## src/hdl/nvmsc_pkg.sv

```systemverilog
package nvmsc_pkg;
    // ****************************************************
    // Command codes and register layout
    // ****************************************************
    localparam logic [7:0] CMD_STORE_CTRL = 8'h07;
    localparam logic [7:0] CMD_SPIKE_CTRL = 8'h08;
    localparam logic [7:0] CMD_CLEAR_LAST_FAULT = 8'hf3;
    localparam logic [7:0] CMD_CLEAR_STORE_FAULT = 8'hf4;
    localparam logic [15:0] STORE_CTRL_RESET = 16'h0000;
    localparam logic [15:0] SPIKE_CTRL_RESET = 16'h0000;
    localparam logic [7:0] FAULT_LOG_CLEAR = 8'h00;
    // Store control word bits
    localparam int USER_CHECK_BIT = 15;
    localparam int TRIM_CHECK_BIT = 14;
    localparam int WHOLE_CHECK_BIT = 13;
    localparam int STORE_BLOCK_BIT = 12;
    localparam int LAST_BLOCK_BIT = 11;
    localparam int EXCL_RECORD_BIT = 5;
    localparam int NO_FAULT_STORE_BIT = 4;
    localparam int SINGLE_RECORD_BIT = 3;
    localparam int RECORD_EN_BIT = 1;
    localparam int LIVE_READ_BIT = 0;
    // Spike control word fields
    localparam int SR_DELAY_MSB = 15;
    localparam int SR_DELAY_LSB = 12;
    localparam int MIN_ON_MSB = 11;
    localparam int MIN_ON_LSB = 8;
    localparam int SS_DELAY_BIT = 6;
    localparam int RUN_DELAY_BIT = 5;
    localparam int NORM_DELAY_BIT = 4;
    localparam int FORCE_SR_BIT = 3;
    localparam int SS_ADJ_BIT = 2;
    localparam int RUN_ADJ_BIT = 1;
    localparam int LOW_ADJ_BIT = 0;
    // Status / interrupt bits of the host controller
    localparam int EV_WRITE_DONE = 0;
    localparam int EV_READ_DONE = 1;
    localparam int EV_WIDTH = 2;
    // Host controller AXI4-Lite map
    localparam logic [7:0] HOST_CMD_OFS = 8'h00;
    localparam logic [7:0] HOST_WDATA_OFS = 8'h04;
    localparam logic [7:0] HOST_RDATA_OFS = 8'h08;
    localparam logic [7:0] HOST_STATUS_OFS = 8'h0c;
    localparam logic [7:0] HOST_MASK_OFS = 8'h10;
    localparam logic [7:0] HOST_BUSY_OFS = 8'h14;
    localparam int HOST_CMD_WRITE_BIT = 8;
    localparam logic [1:0] AXI_OKAY = 2'b00;
    localparam logic [1:0] AXI_SLVERR = 2'b10;
endpackage

```

## src/hdl/nvmsc_if.sv

```systemverilog
`timescale 1ns/100ps
interface nvmsc_if (
    input wire logic aclk,
    input wire logic aresetn
);
    // One word transaction per request; write or read back under a command code
    logic req;
    logic write;
    logic [7:0] cmd;
    logic [15:0] wdata;
    logic ack;
    logic [15:0] rdata;
    modport device (input aclk, input aresetn, input req, input write, input cmd, input wdata,
        output ack, output rdata);
    modport host (input aclk, input aresetn, output req, output write, output cmd, output wdata,
        input ack, input rdata);
endinterface

```

## src/hdl/nvmsc_device.sv

```systemverilog
`timescale 1ns/100ps
module nvmsc_device (
    nvmsc_if.device bus,
    input wire logic store_fault,
    input wire logic [7:0] last_fault_value,
    input wire logic [7:0] memory_pointer,
    input wire logic record_fault_trigger,
    input wire logic soft_start,
    input wire logic normal_run,
    input wire logic primary_on,
    input wire logic rectifier_on,
    input wire logic high_input_surge,
    input wire logic low_input_surge,
    output logic user_check_en,
    output logic trim_check_en,
    output logic whole_store_check_en,
    output logic exclude_record_from_check,
    output logic fault_record_en,
    output logic fault_record_single,
    output logic [7:0] fault_log_value,
    output logic live_store_read_en,
    output logic startup_blocked,
    output logic ontime_limit_active,
    output logic [4:0] surge_min_on_time,
    output logic rectifier_delay_active,
    output logic [3:0] rectifier_surge_delay,
    output logic force_rectifier_on,
    output logic shutdown_request
);
    // ****************************************************
    // Word registers
    // ****************************************************
    logic [15:0] store_ctrl_reg, store_ctrl_next;
    logic [15:0] spike_ctrl_reg, spike_ctrl_next;
    logic ack_reg, ack_next;
    logic [15:0] rdata_reg, rdata_next;
    logic store_block_reg, store_block_next;
    logic last_block_reg, last_block_next;

    always_comb begin
        store_ctrl_next = store_ctrl_reg;
        spike_ctrl_next = spike_ctrl_reg;
        ack_next = 1'b0;
        rdata_next = rdata_reg;
        if (bus.req && !ack_reg) begin
            ack_next = 1'b1;
            if (bus.write) begin
                if (bus.cmd == nvmsc_pkg::CMD_STORE_CTRL) begin
                    store_ctrl_next = bus.wdata;
                end else if (bus.cmd == nvmsc_pkg::CMD_SPIKE_CTRL) begin
                    spike_ctrl_next = bus.wdata;
                end
            end else begin
                if (bus.cmd == nvmsc_pkg::CMD_STORE_CTRL) begin
                    rdata_next = store_ctrl_reg;
                end else if (bus.cmd == nvmsc_pkg::CMD_SPIKE_CTRL) begin
                    rdata_next = spike_ctrl_reg;
                end else begin
                    rdata_next = 16'h0000;
                end
            end
        end
    end

    // ****************************************************
    // Start-up blocking
    // ****************************************************
    logic clr_store, clr_last;
    always_comb begin
        clr_store = bus.req && !ack_reg && bus.cmd == nvmsc_pkg::CMD_CLEAR_STORE_FAULT;
        clr_last = bus.req && !ack_reg && bus.cmd == nvmsc_pkg::CMD_CLEAR_LAST_FAULT;
        store_block_next = store_block_reg;
        last_block_next = last_block_reg;
        if (clr_store) begin
            store_block_next = 1'b0;
        end
        if (store_fault && store_ctrl_reg[nvmsc_pkg::STORE_BLOCK_BIT]) begin
            store_block_next = 1'b1;
        end
        if (clr_last) begin
            last_block_next = 1'b0;
        end
        if (last_fault_value != 8'h00 && store_ctrl_reg[nvmsc_pkg::LAST_BLOCK_BIT] && !last_block_reg
            && !clr_last) begin
            last_block_next = 1'b1;
        end
        if (!store_ctrl_reg[nvmsc_pkg::LAST_BLOCK_BIT]) begin
            last_block_next = 1'b0;
        end
    end

    always_ff @(posedge bus.aclk) begin
        if (!bus.aresetn) begin
            store_ctrl_reg <= nvmsc_pkg::STORE_CTRL_RESET;
            spike_ctrl_reg <= nvmsc_pkg::SPIKE_CTRL_RESET;
            ack_reg <= 1'b0;
            rdata_reg <= 16'h0000;
            store_block_reg <= 1'b0;
            last_block_reg <= 1'b0;
        end else begin
            store_ctrl_reg <= store_ctrl_next;
            spike_ctrl_reg <= spike_ctrl_next;
            ack_reg <= ack_next;
            rdata_reg <= rdata_next;
            store_block_reg <= store_block_next;
            last_block_reg <= last_block_next;
        end
    end

    assign bus.ack = ack_reg;
    assign bus.rdata = rdata_reg;

    // ****************************************************
    // Store and spike outputs
    // ****************************************************
    logic [7:0] log_next;
    logic high_adj, low_adj, dly_act, force_next;
    always_comb begin
        if (store_ctrl_reg[nvmsc_pkg::NO_FAULT_STORE_BIT]) begin
            log_next = nvmsc_pkg::FAULT_LOG_CLEAR;
        end else if (!record_fault_trigger) begin
            log_next = memory_pointer;
        end else begin
            log_next = last_fault_value;
        end
        high_adj = high_input_surge && ((soft_start && spike_ctrl_reg[nvmsc_pkg::SS_ADJ_BIT])
            || (!soft_start && spike_ctrl_reg[nvmsc_pkg::RUN_ADJ_BIT]));
        low_adj = low_input_surge && !soft_start && spike_ctrl_reg[nvmsc_pkg::LOW_ADJ_BIT];
        dly_act = high_input_surge && ((soft_start && spike_ctrl_reg[nvmsc_pkg::SS_DELAY_BIT])
            || (!soft_start && spike_ctrl_reg[nvmsc_pkg::RUN_DELAY_BIT])
            || (normal_run && spike_ctrl_reg[nvmsc_pkg::NORM_DELAY_BIT]
            && spike_ctrl_reg[nvmsc_pkg::RUN_DELAY_BIT]));
        force_next = spike_ctrl_reg[nvmsc_pkg::FORCE_SR_BIT] && primary_on && !rectifier_on
            && (high_input_surge || low_input_surge);
    end

    always_ff @(posedge bus.aclk) begin
        if (!bus.aresetn) begin
            user_check_en <= 1'b0;
            trim_check_en <= 1'b0;
            whole_store_check_en <= 1'b0;
            exclude_record_from_check <= 1'b0;
            fault_record_en <= 1'b0;
            fault_record_single <= 1'b0;
            fault_log_value <= 8'h00;
            live_store_read_en <= 1'b0;
            startup_blocked <= 1'b0;
            ontime_limit_active <= 1'b0;
            surge_min_on_time <= 5'h00;
            rectifier_delay_active <= 1'b0;
            rectifier_surge_delay <= 4'h0;
            force_rectifier_on <= 1'b0;
            shutdown_request <= 1'b0;
        end else begin
            user_check_en <= store_ctrl_reg[nvmsc_pkg::USER_CHECK_BIT];
            trim_check_en <= store_ctrl_reg[nvmsc_pkg::TRIM_CHECK_BIT];
            whole_store_check_en <= store_ctrl_reg[nvmsc_pkg::WHOLE_CHECK_BIT];
            exclude_record_from_check <= store_ctrl_reg[nvmsc_pkg::EXCL_RECORD_BIT];
            fault_record_en <= store_ctrl_reg[nvmsc_pkg::RECORD_EN_BIT];
            fault_record_single <= store_ctrl_reg[nvmsc_pkg::RECORD_EN_BIT]
                && store_ctrl_reg[nvmsc_pkg::SINGLE_RECORD_BIT];
            fault_log_value <= log_next;
            live_store_read_en <= store_ctrl_reg[nvmsc_pkg::LIVE_READ_BIT];
            startup_blocked <= store_block_reg || last_block_reg;
            ontime_limit_active <= high_adj || low_adj;
            surge_min_on_time <= {1'b0, spike_ctrl_reg[nvmsc_pkg::MIN_ON_MSB:nvmsc_pkg::MIN_ON_LSB]}
                + 5'h01;
            rectifier_delay_active <= dly_act;
            rectifier_surge_delay <= spike_ctrl_reg[nvmsc_pkg::SR_DELAY_MSB:nvmsc_pkg::SR_DELAY_LSB];
            force_rectifier_on <= force_next;
            shutdown_request <= 1'b0;
        end
    end
endmodule

```

## src/flat_wrapper.sv

```systemverilog
// flat-port wrapper written by rule: the top's interface ports become plain ports
module nvmsc_device_flat 
  (store_fault, last_fault_value, memory_pointer, record_fault_trigger, soft_start, normal_run, primary_on, rectifier_on, high_input_surge, low_input_surge, user_check_en, trim_check_en, whole_store_check_en, exclude_record_from_check, fault_record_en, fault_record_single, fault_log_value, live_store_read_en, startup_blocked, ontime_limit_active, surge_min_on_time, rectifier_delay_active, rectifier_surge_delay, force_rectifier_on, shutdown_request, aclk, aresetn, bus_req, bus_write, bus_cmd, bus_wdata, bus_ack, bus_rdata);
  nvmsc_if bus_i (.aclk(aclk), .aresetn(aresetn));
  input wire logic store_fault;
  input wire logic [7:0] last_fault_value;
  input wire logic [7:0] memory_pointer;
  input wire logic record_fault_trigger;
  input wire logic soft_start;
  input wire logic normal_run;
  input wire logic primary_on;
  input wire logic rectifier_on;
  input wire logic high_input_surge;
  input wire logic low_input_surge;
  output logic user_check_en;
  output logic trim_check_en;
  output logic whole_store_check_en;
  output logic exclude_record_from_check;
  output logic fault_record_en;
  output logic fault_record_single;
  output logic [7:0] fault_log_value;
  output logic live_store_read_en;
  output logic startup_blocked;
  output logic ontime_limit_active;
  output logic [4:0] surge_min_on_time;
  output logic rectifier_delay_active;
  output logic [3:0] rectifier_surge_delay;
  output logic force_rectifier_on;
  output logic shutdown_request;
  input wire logic aclk;
  input wire logic aresetn;
  input wire logic [$bits(bus_i.req)-1:0] bus_req;
  input wire logic [$bits(bus_i.write)-1:0] bus_write;
  input wire logic [$bits(bus_i.cmd)-1:0] bus_cmd;
  input wire logic [$bits(bus_i.wdata)-1:0] bus_wdata;
  output wire logic [$bits(bus_i.ack)-1:0] bus_ack;
  output wire logic [$bits(bus_i.rdata)-1:0] bus_rdata;
  assign bus_i.req = bus_req;
  assign bus_i.write = bus_write;
  assign bus_i.cmd = bus_cmd;
  assign bus_i.wdata = bus_wdata;
  assign bus_ack = bus_i.ack;
  assign bus_rdata = bus_i.rdata;
  nvmsc_device u_core (.bus(bus_i), .store_fault(store_fault), .last_fault_value(last_fault_value), .memory_pointer(memory_pointer), .record_fault_trigger(record_fault_trigger), .soft_start(soft_start), .normal_run(normal_run), .primary_on(primary_on), .rectifier_on(rectifier_on), .high_input_surge(high_input_surge), .low_input_surge(low_input_surge), .user_check_en(user_check_en), .trim_check_en(trim_check_en), .whole_store_check_en(whole_store_check_en), .exclude_record_from_check(exclude_record_from_check), .fault_record_en(fault_record_en), .fault_record_single(fault_record_single), .fault_log_value(fault_log_value), .live_store_read_en(live_store_read_en), .startup_blocked(startup_blocked), .ontime_limit_active(ontime_limit_active), .surge_min_on_time(surge_min_on_time), .rectifier_delay_active(rectifier_delay_active), .rectifier_surge_delay(rectifier_surge_delay), .force_rectifier_on(force_rectifier_on), .shutdown_request(shutdown_request));
endmodule
```

## config.mk

```make
export PLATFORM = sky130hd
export DESIGN_NAME = nvmsc_device_flat
export DESIGN_NICKNAME = d
export VERILOG_FILES = /design/src/hdl/nvmsc_pkg.sv /design/src/hdl/nvmsc_if.sv /design/src/hdl/nvmsc_device.sv /design/src/flat_wrapper.sv
export SDC_FILE = /design/constraint.sdc
export NUM_CORES = 1
export LEC_CHECK = 0
export ABC_AREA = 1
export BUFFER_PORTS_ARGS = -buffer_cell sky130_fd_sc_hd__buf_2
export CORE_MARGIN = 3
export CORE_UTILIZATION = 45
export DETAILED_ROUTE_END_ITERATION = 12
export GPL_ROUTABILITY_DRIVEN = 0
export PLACE_DENSITY = 0.69
export SETUP_SLACK_MARGIN = 0.1
export SYNTH_ARGS = -nofsm -noshare
export SYNTH_HDL_FRONTEND = slang
export SYNTH_SLANG_ARGS = --single-unit
```

## constraint.sdc

```tcl
create_clock -name aclk -period 1.51 [get_ports aclk]
set_input_delay 0.151 -clock aclk [delete_from_list [all_inputs] [get_ports aclk]]
set_output_delay 0.151 -clock aclk [all_outputs]
set_load 0.01 [all_outputs]
```

# After elaboration in Yosys (flattened, before gate mapping)
# Cells that the tools add are included.
[op_classes]
n_addsub = 1
eq_ne = 4
muxes = 8
n_reduce_logical = 40
bitwise_logic = 3
[op_table]
columns = ["operator", "count"]
rows = [
  ["16-bit two-way mux", 2],
  ["1-bit logical AND", 21],
  ["8-bit == test, second input constant", 2],
  ["8-bit by 3-bit == test with 1-bit output, second input constant", 1],
  ["8-bit by 4-bit == test with 1-bit output, second input constant", 1],
  ["8-bit two-way mux", 1],
  ["8-bit nonzero test", 1],
  ["1-bit logical OR", 6],
  ["4-bit by 1-bit adder with 5-bit output, second input constant", 1],
  ["1-bit logical NOT", 5],
  ["1-bit two-way mux", 5],
  ["2-bit AND reduction", 2],
  ["4-bit AND reduction", 1],
  ["2-bit nonzero test", 2],
  ["1-bit NOT", 3],
  ["3-bit AND reduction", 1],
  ["2-bit OR reduction", 1],
]
[word_totals]
inputBits = 52
elab_cells = 76
out_inout_bits = 46
ff_bits = 79

# Longest topological paths before layout
# Gate-level depths: netlist of run 1.
[depth]
depth_word = 6
depth_mapped = 8
ltp_nobuf = 7

# Worst setup path after synthesis of run 1
# Ideal clock, no wire load.
[synth_timing]
path_type = "register to register"
startpoint = "reg u_core.ack_reg (netlist: u_core.bus.ack)"
endpoint = "reg u_core.spike_ctrl_reg[10]"
required_time_ns = 1.395
slack_ns = 0.293
path_buffers = 1
setup_ns = 0.115
arrival_time_ns = 1.102
path_stages_with_launch = 8
cell_sequence = "dfxtp_1 inv_1 nand2_2 nor2_4 buf_1 nand3_1 nand2_1 nor2_1"
[synth_between]
elab_chain_cells = 3
[synth_lines]
columns = ["element", "line_no", "rtl"]
rows = [
  ["from (decl)", "nvmsc_device.sv:35", "logic ack_reg, ack_next;"],
  ["from (signal assigned)", "nvmsc_device.sv:103", "ack_reg <= ack_next;"],
  ["1-bit logical NOT", "nvmsc_device.sv:45", "if (bus.req && !ack_reg) begin"],
  ["1-bit logical AND", "nvmsc_device.sv:45", ""],
  ["4-bit AND reduction (no source line)", "--", ""],
  ["to (signal assigned)", "nvmsc_device.sv:95", "spike_ctrl_reg <= nvmsc_pkg::SPIKE_CTRL_RESET;"],
  ["to (signal assigned)", "nvmsc_device.sv:102", "spike_ctrl_reg <= spike_ctrl_next;"],
  ["to (decl)", "nvmsc_device.sv:34", "logic [15:0] spike_ctrl_reg, spike_ctrl_next;"],
]
# No other way between the ends.
# A chain may end at the register's enable or synchronous reset.

# Worst setup path in the final report of run 1
[layout_timing]
startpoint = "reg u_core.ack_reg (netlist: u_core.bus.ack)"
endpoint = "reg u_core.store_ctrl_reg[12]"
[layout_between]
elab_chain_cells = 3
[layout_lines]
columns = ["element", "line_no", "rtl"]
rows = [
  ["1-bit logical NOT", "nvmsc_device.sv:45", ""],
  ["1-bit logical AND", "nvmsc_device.sv:45", ""],
  ["3-bit AND reduction (no source line)", "--", ""],
  ["to (signal assigned)", "nvmsc_device.sv:94", "store_ctrl_reg <= nvmsc_pkg::STORE_CTRL_RESET;"],
  ["to (signal assigned)", "nvmsc_device.sv:101", "store_ctrl_reg <= store_ctrl_next;"],
  ["to (decl)", "nvmsc_device.sv:33", "logic [15:0] store_ctrl_reg, store_ctrl_next;"],
]
# No other way between the ends.

==> impl_results.md, run 1 <==
- Ordered cell list for the critical path: inv_1 -> nand2_2 -> nor2_4 -> nand3_4 -> nand2_1 -> nand2_1 -> nor2_1
- Tmin final: 1.34 ns
- Power Density: 984 nW/um^2
- Vias: 3125
- Clk_lat worst skew: 0.35 ns
- RSZ-0062 raised after global routing: yes
- Initial drt markers: 214
- Area growth syn-to-layout: 22.7%
- Crit share post-route: 88.9%
- Core area: 7330 sq um
- HP Class: in2reg
- CTS tree: yes
- Max-slew violations: 0
- Synthesized Nets: 542
- Worst setup SP type: register
- YS warnings: 0
- FF+latch area: 1580 sq um
- Initial antenna violation count: 0
- First-pass GRT wire length: 13500 um
- Diodes inserted: 0
- Detailed Routing Iterations Pass 1: 4
- Post-route ant nets: 0
- CP bufs+invs: 1
- GRT Overall Usage: 19.6%
- Full die area: 8720 sq um
- Crit path max fanout: 32
- Vias per inst: 4.57
- Outcome: completed
- Total CTS buffers: 9
- Max VDD drop: 0.379 mV
- Mapped Cells: 489
- Clock sinks: 79
- Largest net degree at the start of global routing: 33
- Final net count: 633
- Fin cells: 684
- Root buf cell: clkbuf_8
- Hold_ws: 0.0410 ns
- Seq/Total Area, Yosys: 46.0%
- Htree depth: 3
- Site row count: 31
- Clock transition at path regs: 0.09 ns
- Post-CTS setup buffers: 0
- Placed cell area: 4000 sq um
- Placed Cells incl. Taps: 667
- HPWL Detailed: 5970 um
- Die Wd: 93.4 um
- Unique masters post-synth: 27
- IO Port Bufs: 96
- Total wire length: 8260 um
- Vias in the first global route: 2840
- Total power: 4.15 mW
- Critical path required time: 1.79 ns
- Layout cell share with drive strength beyond 1: 23.4%
- Chip Height: 93.4 um
- Worst Setup End Kind: register
- Endpoints failing setup: 0
- Cell area after layout: 4220 sq um
- CP Data Arrival Time: 1.62 ns
- Number of max-cap violations: 0
- Fillers: 722
- Max Clock Skew: 0.00909 ns
- Grt ovf: 0
- Maximum clock rate: 745 MHz
- Post-Syn Area: 3440 sq um
- Setup TNS: 0 ns
- Lkg Pwr: 2.24 nW
- Final design utilization: 57.5%
- Multi-input logic area: 1430 sq um
- Post-CTS sizing: 0
- Slowest cell on crit path: dfxtp_1
- Most used cell, CP: nand2_1
- WS Path Type: reg2reg
- Yosys reg bits: 79
- CTS Buffer Depth: 2
- # DRC: 0
- Starting Density: 46.9%
- CP top delay family: simple AND/OR/NAND/NOR gates
- Routed length per placed instance: 12.1 um
- Avg Inst Size Synth: 7.03 sq um
- Crit-path max cell delay: 0.31 ns
- Final hold vios: 0
- Post-layout worst setup margin: 0.167 ns
- # IOs: 98
- DP Worst Slack: 0.216 ns
[cell usage in the layout (no fill, tap or decap), drive strengths merged]
| master | n |
|---|---|
| nand2 | 109 |
| buf | 105 |
| dfxtp | 79 |
| inv | 77 |
| nor2 | 76 |
| nand3 | 72 |
| a21oi | 26 |
| o21a | 17 |
| clkbuf | 10 |
| clkinvlp | 2 |
| o21ai | 2 |
| a31oi | 1 |
| nor3 | 1 |
| a211oi | 1 |
| nor3b | 1 |
| nor4 | 1 |
| ha | 1 |
| conb | 1 |
| clkinv | 1 |
| bufinv | 1 |
| dlygate4sd3 | 1 |
[cell usage after synthesis, drive strengths merged]
library cell / n / area, sq um
nor2: 76 / 324
nand3: 72 / 373
ha: 1 / 12.5
a21oi: 26 / 130
o21a: 17 / 128
nand2: 109 / 417
a31oi: 1 / 6.26
nor3b: 1 / 7.51
dfxtp: 79 / 1580
buf: 23 / 133
conb: 1 / 3.75
nor3: 1 / 5.00
inv: 75 / 282
nor4: 1 / 6.26
a211oi: 1 / 7.51
o21ai: 2 / 10.0
clkbuf: 3 / 11.3
[final cells by class]
class,count,share of cell area [%]
clock buffer,10,3.26
inverter,75,6.67
multi-input combinational,309,33.9
tap,99,2.94
timing repair buffer,106,14.1
sequential,79,37.5
clock inverter,6,1.60
[worst reg2reg max path: cells and delay by family, from the launching register on]
family	cells	cell delay [ns]
simple gates	6	0.92
flops	1	0.31
buf+inv	1	0.06
[cells by family (layout without fill, tap and decap cells)]
family,Yosys count,after routing,synth area share [%]
compound gates,47,47,8.19
fa+ha+maj,1,1,0.364
buf+inv,101,197,12.4
flops,79,79,46.0
other cells,1,1,0.109
simple gates,260,260,32.9
[timing repair]
item,4_1_cts,5_1_grt
hold buffers,1,0
setup endpoints to repair,0,16
hold endpoints to repair,1,0
[worst paths after layout]
path	startpoint	to	slack (ns)	cells past startpoint
hold reg to reg	u_core.spike_ctrl_reg[14]	u_core.rectifier_surge_delay[2]	0.45	2
setup / recovery	u_core.bus.ack	u_core.store_ctrl_reg[12]	0.17	7
hold / removal	bus_wdata[8]	u_core.store_ctrl_reg[8]	0.04	3
setup reg to reg	u_core.bus.ack	u_core.store_ctrl_reg[12]	0.17	7
[power breakdown]
part / internal, mW / switching (mW) / total, mW / leakage (nW)
sequential: 2.13 / 0.0170 / 2.14 / 0.641
clock: 0.817 / 0.792 / 1.61 / 0.0993
combinational: 0.163 / 0.235 / 0.399 / 1.50
[metal layers]
metal | up-vias | routed length (um) | track usage (%)
li1 | 1684 | - | -
met2 | 78 | 3610 | 28.2
met4 | 0 | 99 | 6.23
met3 | 6 | 480 | 4.83
met1 | 1357 | 4070 | 28.7
met5 | - | 0 | 0
Note: power is estimated with default switching activity, not from simulation.
==> run 2: changes to the inputs <==
--- a/config.mk
+++ b/config.mk
@@ -7,11 +7,13 @@
 export LEC_CHECK = 0
 export ABC_AREA = 1
 export BUFFER_PORTS_ARGS = -buffer_cell sky130_fd_sc_hd__buf_2
+export CELL_PAD_IN_SITES_DETAIL_PLACEMENT = 0
+export CELL_PAD_IN_SITES_GLOBAL_PLACEMENT = 1
 export CORE_MARGIN = 3
-export CORE_UTILIZATION = 45
+export CORE_UTILIZATION = 36
 export DETAILED_ROUTE_END_ITERATION = 12
 export GPL_ROUTABILITY_DRIVEN = 0
-export PLACE_DENSITY = 0.69
+export PLACE_DENSITY = 0.77
 export SETUP_SLACK_MARGIN = 0.1
 export SYNTH_ARGS = -nofsm -noshare
 export SYNTH_HDL_FRONTEND = slang
==> run 2 against run 1 <==
Core utilization decreased by 12 points; sequential power about the same; first-iteration DRC count decreased by 14%; maximum frequency increased by 4.2%; die area increased by 23%; largest power group unchanged; largest cell class unchanged; routed wire length increased by 4.3%; clock power decreased by 11%; hold slack improved by 0.0061 ns; via count decreased by 0.16%.
==> impl_results.md, run 2 (synthesis results as in run 1) <==
- Core area: 9240 sq um (was 7330 sq um)
- Clk_lat worst skew: 0.34 ns (was 0.35 ns)
- Total wire length: 8620 um (was 8260 um)
- Full die area: 10800 sq um (was 8720 sq um)
- Worst reg-to-reg path cell count: 6 (was 7)
- Worst Setup End Kind: register (unchanged)
- Starting Density: 37.2% (was 46.9%)
- GRT Overall Usage: 16.6% (was 19.6%)
- Post-CTS setup buffers: 0 (unchanged)
- Reg2Reg Capture Point: u_core.store_ctrl_reg[10] (was u_core.store_ctrl_reg[12])
- Max-slew violations: 0 (unchanged)
- Layout cell share with drive strength beyond 1: 23.3% (was 23.4%)
- Min-Delay Endpoint: u_core.fault_log_value[0] (was u_core.store_ctrl_reg[8])
- Diodes inserted: 0 (unchanged)
- Clock transition at path regs: 0.08 ns (was 0.09 ns)
- Number of max-cap violations: 0 (unchanged)
- Outcome: completed (unchanged)
- Final net count: 632 (was 633)
- Lkg Pwr: 2.24 nW (about the same)
- Worst reg2reg setup slack: 0.22 ns (was 0.17 ns)
- Vias per inst: 4.38 (was 4.57)
- Die Wd: 104 um (was 93.4 um)
- Critical path required time: 1.74 ns (was 1.79 ns)
- Met2 Usage GRT: 23.2% (was 28.2%)
- Root buf cell: clkbuf_8 (unchanged)
- Worst setup SP type: register (unchanged)
- Clock sinks: 79 (unchanged)
- Maximum clock rate: 776 MHz (was 745 MHz)
- Crit path max fanout: 32 (unchanged)
- Vias: 3120 (was 3125)
- Largest net degree at the start of global routing: 42 (was 33)
- Area growth syn-to-layout: 23.4% (was 22.7%)
- Routed length per placed instance: 12.1 um (about the same)
- HP Class: in2reg (unchanged)
- First-pass GRT wire length: 14500 um (was 13500 um)
- Crit share post-route: 85.3% (was 88.9%)
- CTS Buffer Depth: 2 (unchanged)
- Total CTS buffers: 9 (unchanged)
- Chip Height: 104 um (was 93.4 um)
- Hold_ws: 0.0471 ns (was 0.0410 ns)
- Final hold vios: 0 (unchanged)
- WS Path Type: reg2reg (unchanged)
- Htree depth: 3 (unchanged)
- Tmin final: 1.29 ns (was 1.34 ns)
- Most frequent cells in the layout: 106 x nand2_1, 96 x buf_2, 79 x dfxtp_1 (unchanged)
- Busiest grt layer: met1 (unchanged)
- Initial drt markers: 185 (was 214)
- Detailed Routing Iterations Pass 1: 4 (unchanged)
- CP Data Arrival Time: 1.52 ns (was 1.62 ns)
- RSZ-0062 raised after global routing: no (was yes)
- # IOs: 98 (unchanged)
- Max Clock Skew: 0.0101 ns (was 0.00909 ns)
- Grt ovf: 0 (unchanged)
- Placed cell area: 4050 sq um (was 4000 sq um)
- Fin cells: 713 (was 684)
- Initial antenna violation count: 0 (unchanged)
- CTS tree: yes (unchanged)
- Hold depth: 3 (unchanged)
- Hold_sp: memory_pointer[0] (was bus_wdata[8])
- Post-route ant nets: 0 (unchanged)
- IO Port Bufs: 96 (unchanged)
- Endpoints failing setup: 0 (unchanged)
- Commonest non-fill, non-tap cell in the layout: nand2_1 (unchanged)
- Max VDD drop: 0.428 mV (was 0.379 mV)
- Vias in the first global route: 2883 (was 2840)
- Power Density: 940 nW/um^2 (was 984 nW/um^2)
- Cell area after layout: 4240 sq um (was 4220 sq um)
- Setup TNS: 0 ns (unchanged)
- RR Startpoint: u_core.bus.ack (unchanged)
- Met3 GRT Util: 3.74% (was 4.83%)
- Placed Cells incl. Taps: 696 (was 667)
- HPWL Detailed: 6200 um (was 5970 um)
- # DRC: 0 (unchanged)
- Site row count: 35 (was 31)
- Met1 GRT Util: 25.0% (was 28.7%)
==> run 2: changes by cell type in the layout (fill, tap and decap cells not counted) <==
cell | previous run | this run
buf_12 | 3 | 4
buf_4 | 6 | 3
buf_6 | 0 | 1
bufinv_16 | 1 | 0
clkbuf_8 | 10 | 11
clkinv_2 | 1 | 3
clkinvlp_4 | 2 | 1
inv_6 | 2 | 1
==> run 2: critical path, cell delays in order, from the launching register on <==
cell and delay (ns):
dfxtp_1 0.31, inv_1 0.06, nand2_2 0.09, nor2_4 0.14, nand3_4 0.29, nor2_1 0.21, nor2_1 0.07
==> run 2: report_power, final <==
part | leakage (nW) | switching (mW) | internal, mW
clock network | 0.0955 | 0.756 | 0.684
registers | 0.641 | 0.0173 | 2.13
logic | 1.50 | 0.239 | 0.166
==> run 2: worst max path at each step <==
stage                         startpoint  slack [ns]                        end
after floorplan           u_core.bus.ack        0.29  u_core.spike_ctrl_reg[10]
after global placement    u_core.bus.ack        0.23   u_core.spike_ctrl_reg[6]
after detailed placement  u_core.bus.ack        0.24   u_core.spike_ctrl_reg[5]
final                     u_core.bus.ack        0.22  u_core.store_ctrl_reg[10]
after global routing      u_core.bus.ack        0.11  u_core.store_ctrl_reg[10]
after CTS                 u_core.bus.ack        0.20   u_core.spike_ctrl_reg[5]
==> run 2: repair_timing <==
action                     4_1_cts  5_1_grt
hold buffers                     1        0
gates resized for setup          0        1
hold endpoints to repair         1        0
setup endpoints to repair        0        4
==> run 2: routing by layer <==
metal | up-vias | share of wire [%]
li1 | 1687 | -
met1 | 1345 | 53
met2 | 82 | 41
met3 | 6 | 4.4
met4 | 0 | 1.1
met5 | - | 0
==> run 2: final cells by class <==
cell class	instances	area [sq um]
Clock buffer	11	151
Clock inverter	5	31.3
Fill cell	992	5000
Inverter	75	282
Multi-Input combinational cell	309	1430
Sequential cell	79	1580
Tap cell	129	161
Timing Repair Buffer	105	604
==> run 2: metrics by stage <==
| step | worst slack, ns | util (%) | power, mW |
|---|---|---|---|
| floorplan | 0.293 | - | 2.41 |
| global placement | 0.231 | 43.8 | 2.59 |
| detailed placement | 0.237 | 43.8 | 2.60 |
| CTS | 0.203 | 45.9 | 4.05 |
| global route | 0.107 | 45.9 | 4.22 |
| finish | 0.221 | 45.9 | 3.99 |
==> run 3: changes to the inputs <==
--- a/config.mk
+++ b/config.mk
@@ -10,10 +10,10 @@
 export CELL_PAD_IN_SITES_DETAIL_PLACEMENT = 0
 export CELL_PAD_IN_SITES_GLOBAL_PLACEMENT = 1
 export CORE_MARGIN = 3
-export CORE_UTILIZATION = 36
+export CORE_UTILIZATION = 39
 export DETAILED_ROUTE_END_ITERATION = 12
 export GPL_ROUTABILITY_DRIVEN = 0
-export PLACE_DENSITY = 0.77
+export PLACE_DENSITY = 0.83
 export SETUP_SLACK_MARGIN = 0.1
 export SYNTH_ARGS = -nofsm -noshare
 export SYNTH_HDL_FRONTEND = slang
==> constraint.sdc (replaced) <==
create_clock -name aclk -period 1.5 [get_ports aclk]
set_input_delay 0.15 -clock aclk [delete_from_list [all_inputs] [get_ports aclk]]
set_output_delay 0.15 -clock aclk [all_outputs]
set_load 0.01 [all_outputs]
==> run 3 against run 2 <==
Via count is 1.1% higher; critical path depth is 1 higher; largest cell class unchanged; clock skew is 0.0017 ns lower; routed wire length is 0.14% lower; largest power group unchanged; highest routed layer unchanged; combinational power hardly changed; flip-flop and latch count stayed put; worst setup slack worse by 0.0040 ns.
==> impl_results.md, run 3 (synthesis results as in run 1) <==
- Clk pwr share: 38.3% (was 36.1%)
- Root buf cell: clkbuf_8 (unchanged)
- Total wire length: 8610 um (was 8620 um)
- Final net count: 632 (unchanged)
- Vias: 3153 (was 3120)
- Vias in the first global route: 2819 (was 2883)
- CP top delay family: simple AND/OR/NAND/NOR gates (unchanged)
- RR Startpoint: u_core.bus.ack (unchanged)
- Clock sinks: 79 (unchanged)
- Crit path max fanout: 32 (unchanged)
- Die Wd: 99.9 um (was 104 um)
- Diodes inserted: 0 (unchanged)
- Starting Density: 41.0% (was 37.2%)
- Site row count: 33 (was 35)
- Vias per inst: 4.58 (was 4.38)
- Ordered cell list for the critical path: inv_1 -> nand2_2 -> nor2_4 -> buf_4 -> nand3_1 -> nand2_1 -> nor2_1 (was inv_1 -> nand2_2 -> nor2_4 -> nand3_4 -> nor2_1 -> nor2_1)
- Power share of the combinational group: 9.7% (was 10.2%)
- Internal: 3.08 mW (was 2.98 mW)
- Post-CTS sizing: 0 (unchanged)
- Area growth syn-to-layout: 22.8% (was 23.4%)
- Worst setup SP type: register (unchanged)
- Placed Cells incl. Taps: 672 (was 696)
- Hold_ws: 0.0335 ns (was 0.0471 ns)
- Endpoints failing setup: 0 (unchanged)
- Most frequent cells in the layout: 106 x nand2_1, 96 x buf_2, 79 x dfxtp_1 (unchanged)
- Grt ovf: 0 (unchanged)
- Crit path from: u_core.bus.ack (unchanged)
- CP bufs+invs: 2 (was 1)
- Crit share post-route: 85.5% (was 85.3%)
- Clock transition at path regs: 0.09 ns (was 0.08 ns)
- Fillers: 864 (was 992)
- Worst Setup End Kind: register (unchanged)
- Switching Power: 1.07 mW (was 1.01 mW)
- CP Data Arrival Time: 1.53 ns (was 1.52 ns)
- Critical path required time: 1.75 ns (was 1.74 ns)
- Slowest cell on crit path: buf_4 (was dfxtp_1)
- Tmin final: 1.28 ns (was 1.29 ns)
- Max-slew violations: 0 (unchanged)
- Placed cell area: 4020 sq um (was 4050 sq um)
- Post-route ant nets: 0 (unchanged)
- Post-CTS setup buffers: 0 (unchanged)
- Cell area after layout: 4220 sq um (was 4240 sq um)
- CTS Buffer Depth: 2 (unchanged)
- Routed length per placed instance: 12.5 um (was 12.1 um)
- Power Density: 983 nW/um^2 (was 940 nW/um^2)
- Outcome: completed (unchanged)
- Maximum clock rate: 780 MHz (was 776 MHz)
- Final hold vios: 0 (unchanged)
- Final design utilization: 50.4% (was 45.9%)
- Max VDD drop: 0.380 mV (was 0.428 mV)
- IO Port Bufs: 96 (unchanged)
- Initial antenna violation count: 0 (unchanged)
- Core area: 8380 sq um (was 9240 sq um)
- HP Class: in2reg (unchanged)
- Full die area: 9980 sq um (was 10800 sq um)
- Commonest non-fill, non-tap cell in the layout: nand2_1 (unchanged)
- Number of max-cap violations: 0 (unchanged)
- DP Worst Slack: 0.222 ns (was 0.237 ns)
- Initial drt markers: 184 (was 185)
- WS Path Type: reg2reg (unchanged)
- Setup TNS: 0 ns (unchanged)
- # DRC: 0 (unchanged)
- GRT Overall Usage: 17.5% (was 16.6%)
- Sw Share: 25.8% (was 25.4%)
- Hold_sp: bus_wdata[9] (was memory_pointer[0])
- Clk_lat worst skew: 0.35 ns (was 0.34 ns)
- Post-layout worst setup margin: 0.217 ns (was 0.221 ns)
- Total power: 4.15 mW (was 3.99 mW)
- Crit-path max cell delay: 0.33 ns (was 0.31 ns)
- RSZ-0062 raised after global routing: yes (was no)
- Total CTS buffers: 9 (unchanged)
- Layout cell share with drive strength beyond 1: 23.3% (unchanged)
- First-pass GRT wire length: 13900 um (was 14500 um)
- Max Clock Skew: 0.00834 ns (was 0.0101 ns)
- Power share of the sequential group: 52.0% (was 53.7%)
- Largest net degree at the start of global routing: 45 (was 42)
- # IOs: 98 (unchanged)
- HPWL Detailed: 6180 um (was 6200 um)
- Htree depth: 3 (unchanged)
- Detailed Routing Iterations Pass 1: 4 (unchanged)
- CTS tree: yes (unchanged)
- Chip Height: 99.9 um (was 104 um)
- Fin cells: 689 (was 713)
- Lkg Pwr: 2.25 nW (was 2.24 nW)
run 3: changes by cell type in the layout (fill, tap and decap cells not counted), sizes merged:
cell / delta
clkbuf: -2
bufinv: +1
clkinvlp: -1
clkinv: +2
run 3: area by class of cell:
cell class | count | area, sq um | area share [%]
sequential | 79 | 1580 | 37.5
clock inverter | 7 | 71.3 | 1.69
timing repair buffer | 105 | 601 | 14.2
clock buffer | 9 | 124 | 2.94
inverter | 75 | 282 | 6.67
tap | 105 | 131 | 3.11
multi-input combinational | 309 | 1430 | 33.9
run 3: worst register-to-register path, cell delays in order (launching register included):
cell,delay (ns)
dfxtp_1,0.31
inv_1,0.06
nand2_2,0.09
nor2_4,0.13
buf_4,0.33
nand3_1,0.15
nand2_1,0.08
nor2_1,0.04
run 3: what timing repair did:
action | CTS | global route
hold endpoints to repair | 1 | 0
hold buffers | 1 | 0
setup endpoints to repair | 0 | 2
run 3: path summary, 6_finish.rpt:
kind	cells after the start	end	slack, ns
setup / recovery	7	u_core.spike_ctrl_reg[0]	0.22
hold / removal	3	u_core.store_ctrl_reg[9]	0.03
setup reg to reg	7	u_core.spike_ctrl_reg[0]	0.22
hold reg to reg	2	u_core.rectifier_surge_delay[1]	0.44
run 3: power by group through the flow:
stage               clock network [mW]  registers, mW  logic, mW
floorplan                            0           2.23      0.202
global placement                     0           2.21      0.400
detailed placement                   0           2.21      0.405
CTS                               1.63           2.16      0.409
global route                      1.71           2.16      0.452
finish                            1.59           2.16      0.404
run 3: routing by layer:
layer / GRT usage [%] / wire [um] / vias up
met3: 3.13 / 715 / 5
met1: 26.3 / 4160 / 1363
met4: 7.25 / 90 / 0
li1: - / - / 1683
met2: 24.5 / 3640 / 102
met5: 0 / 0 / -
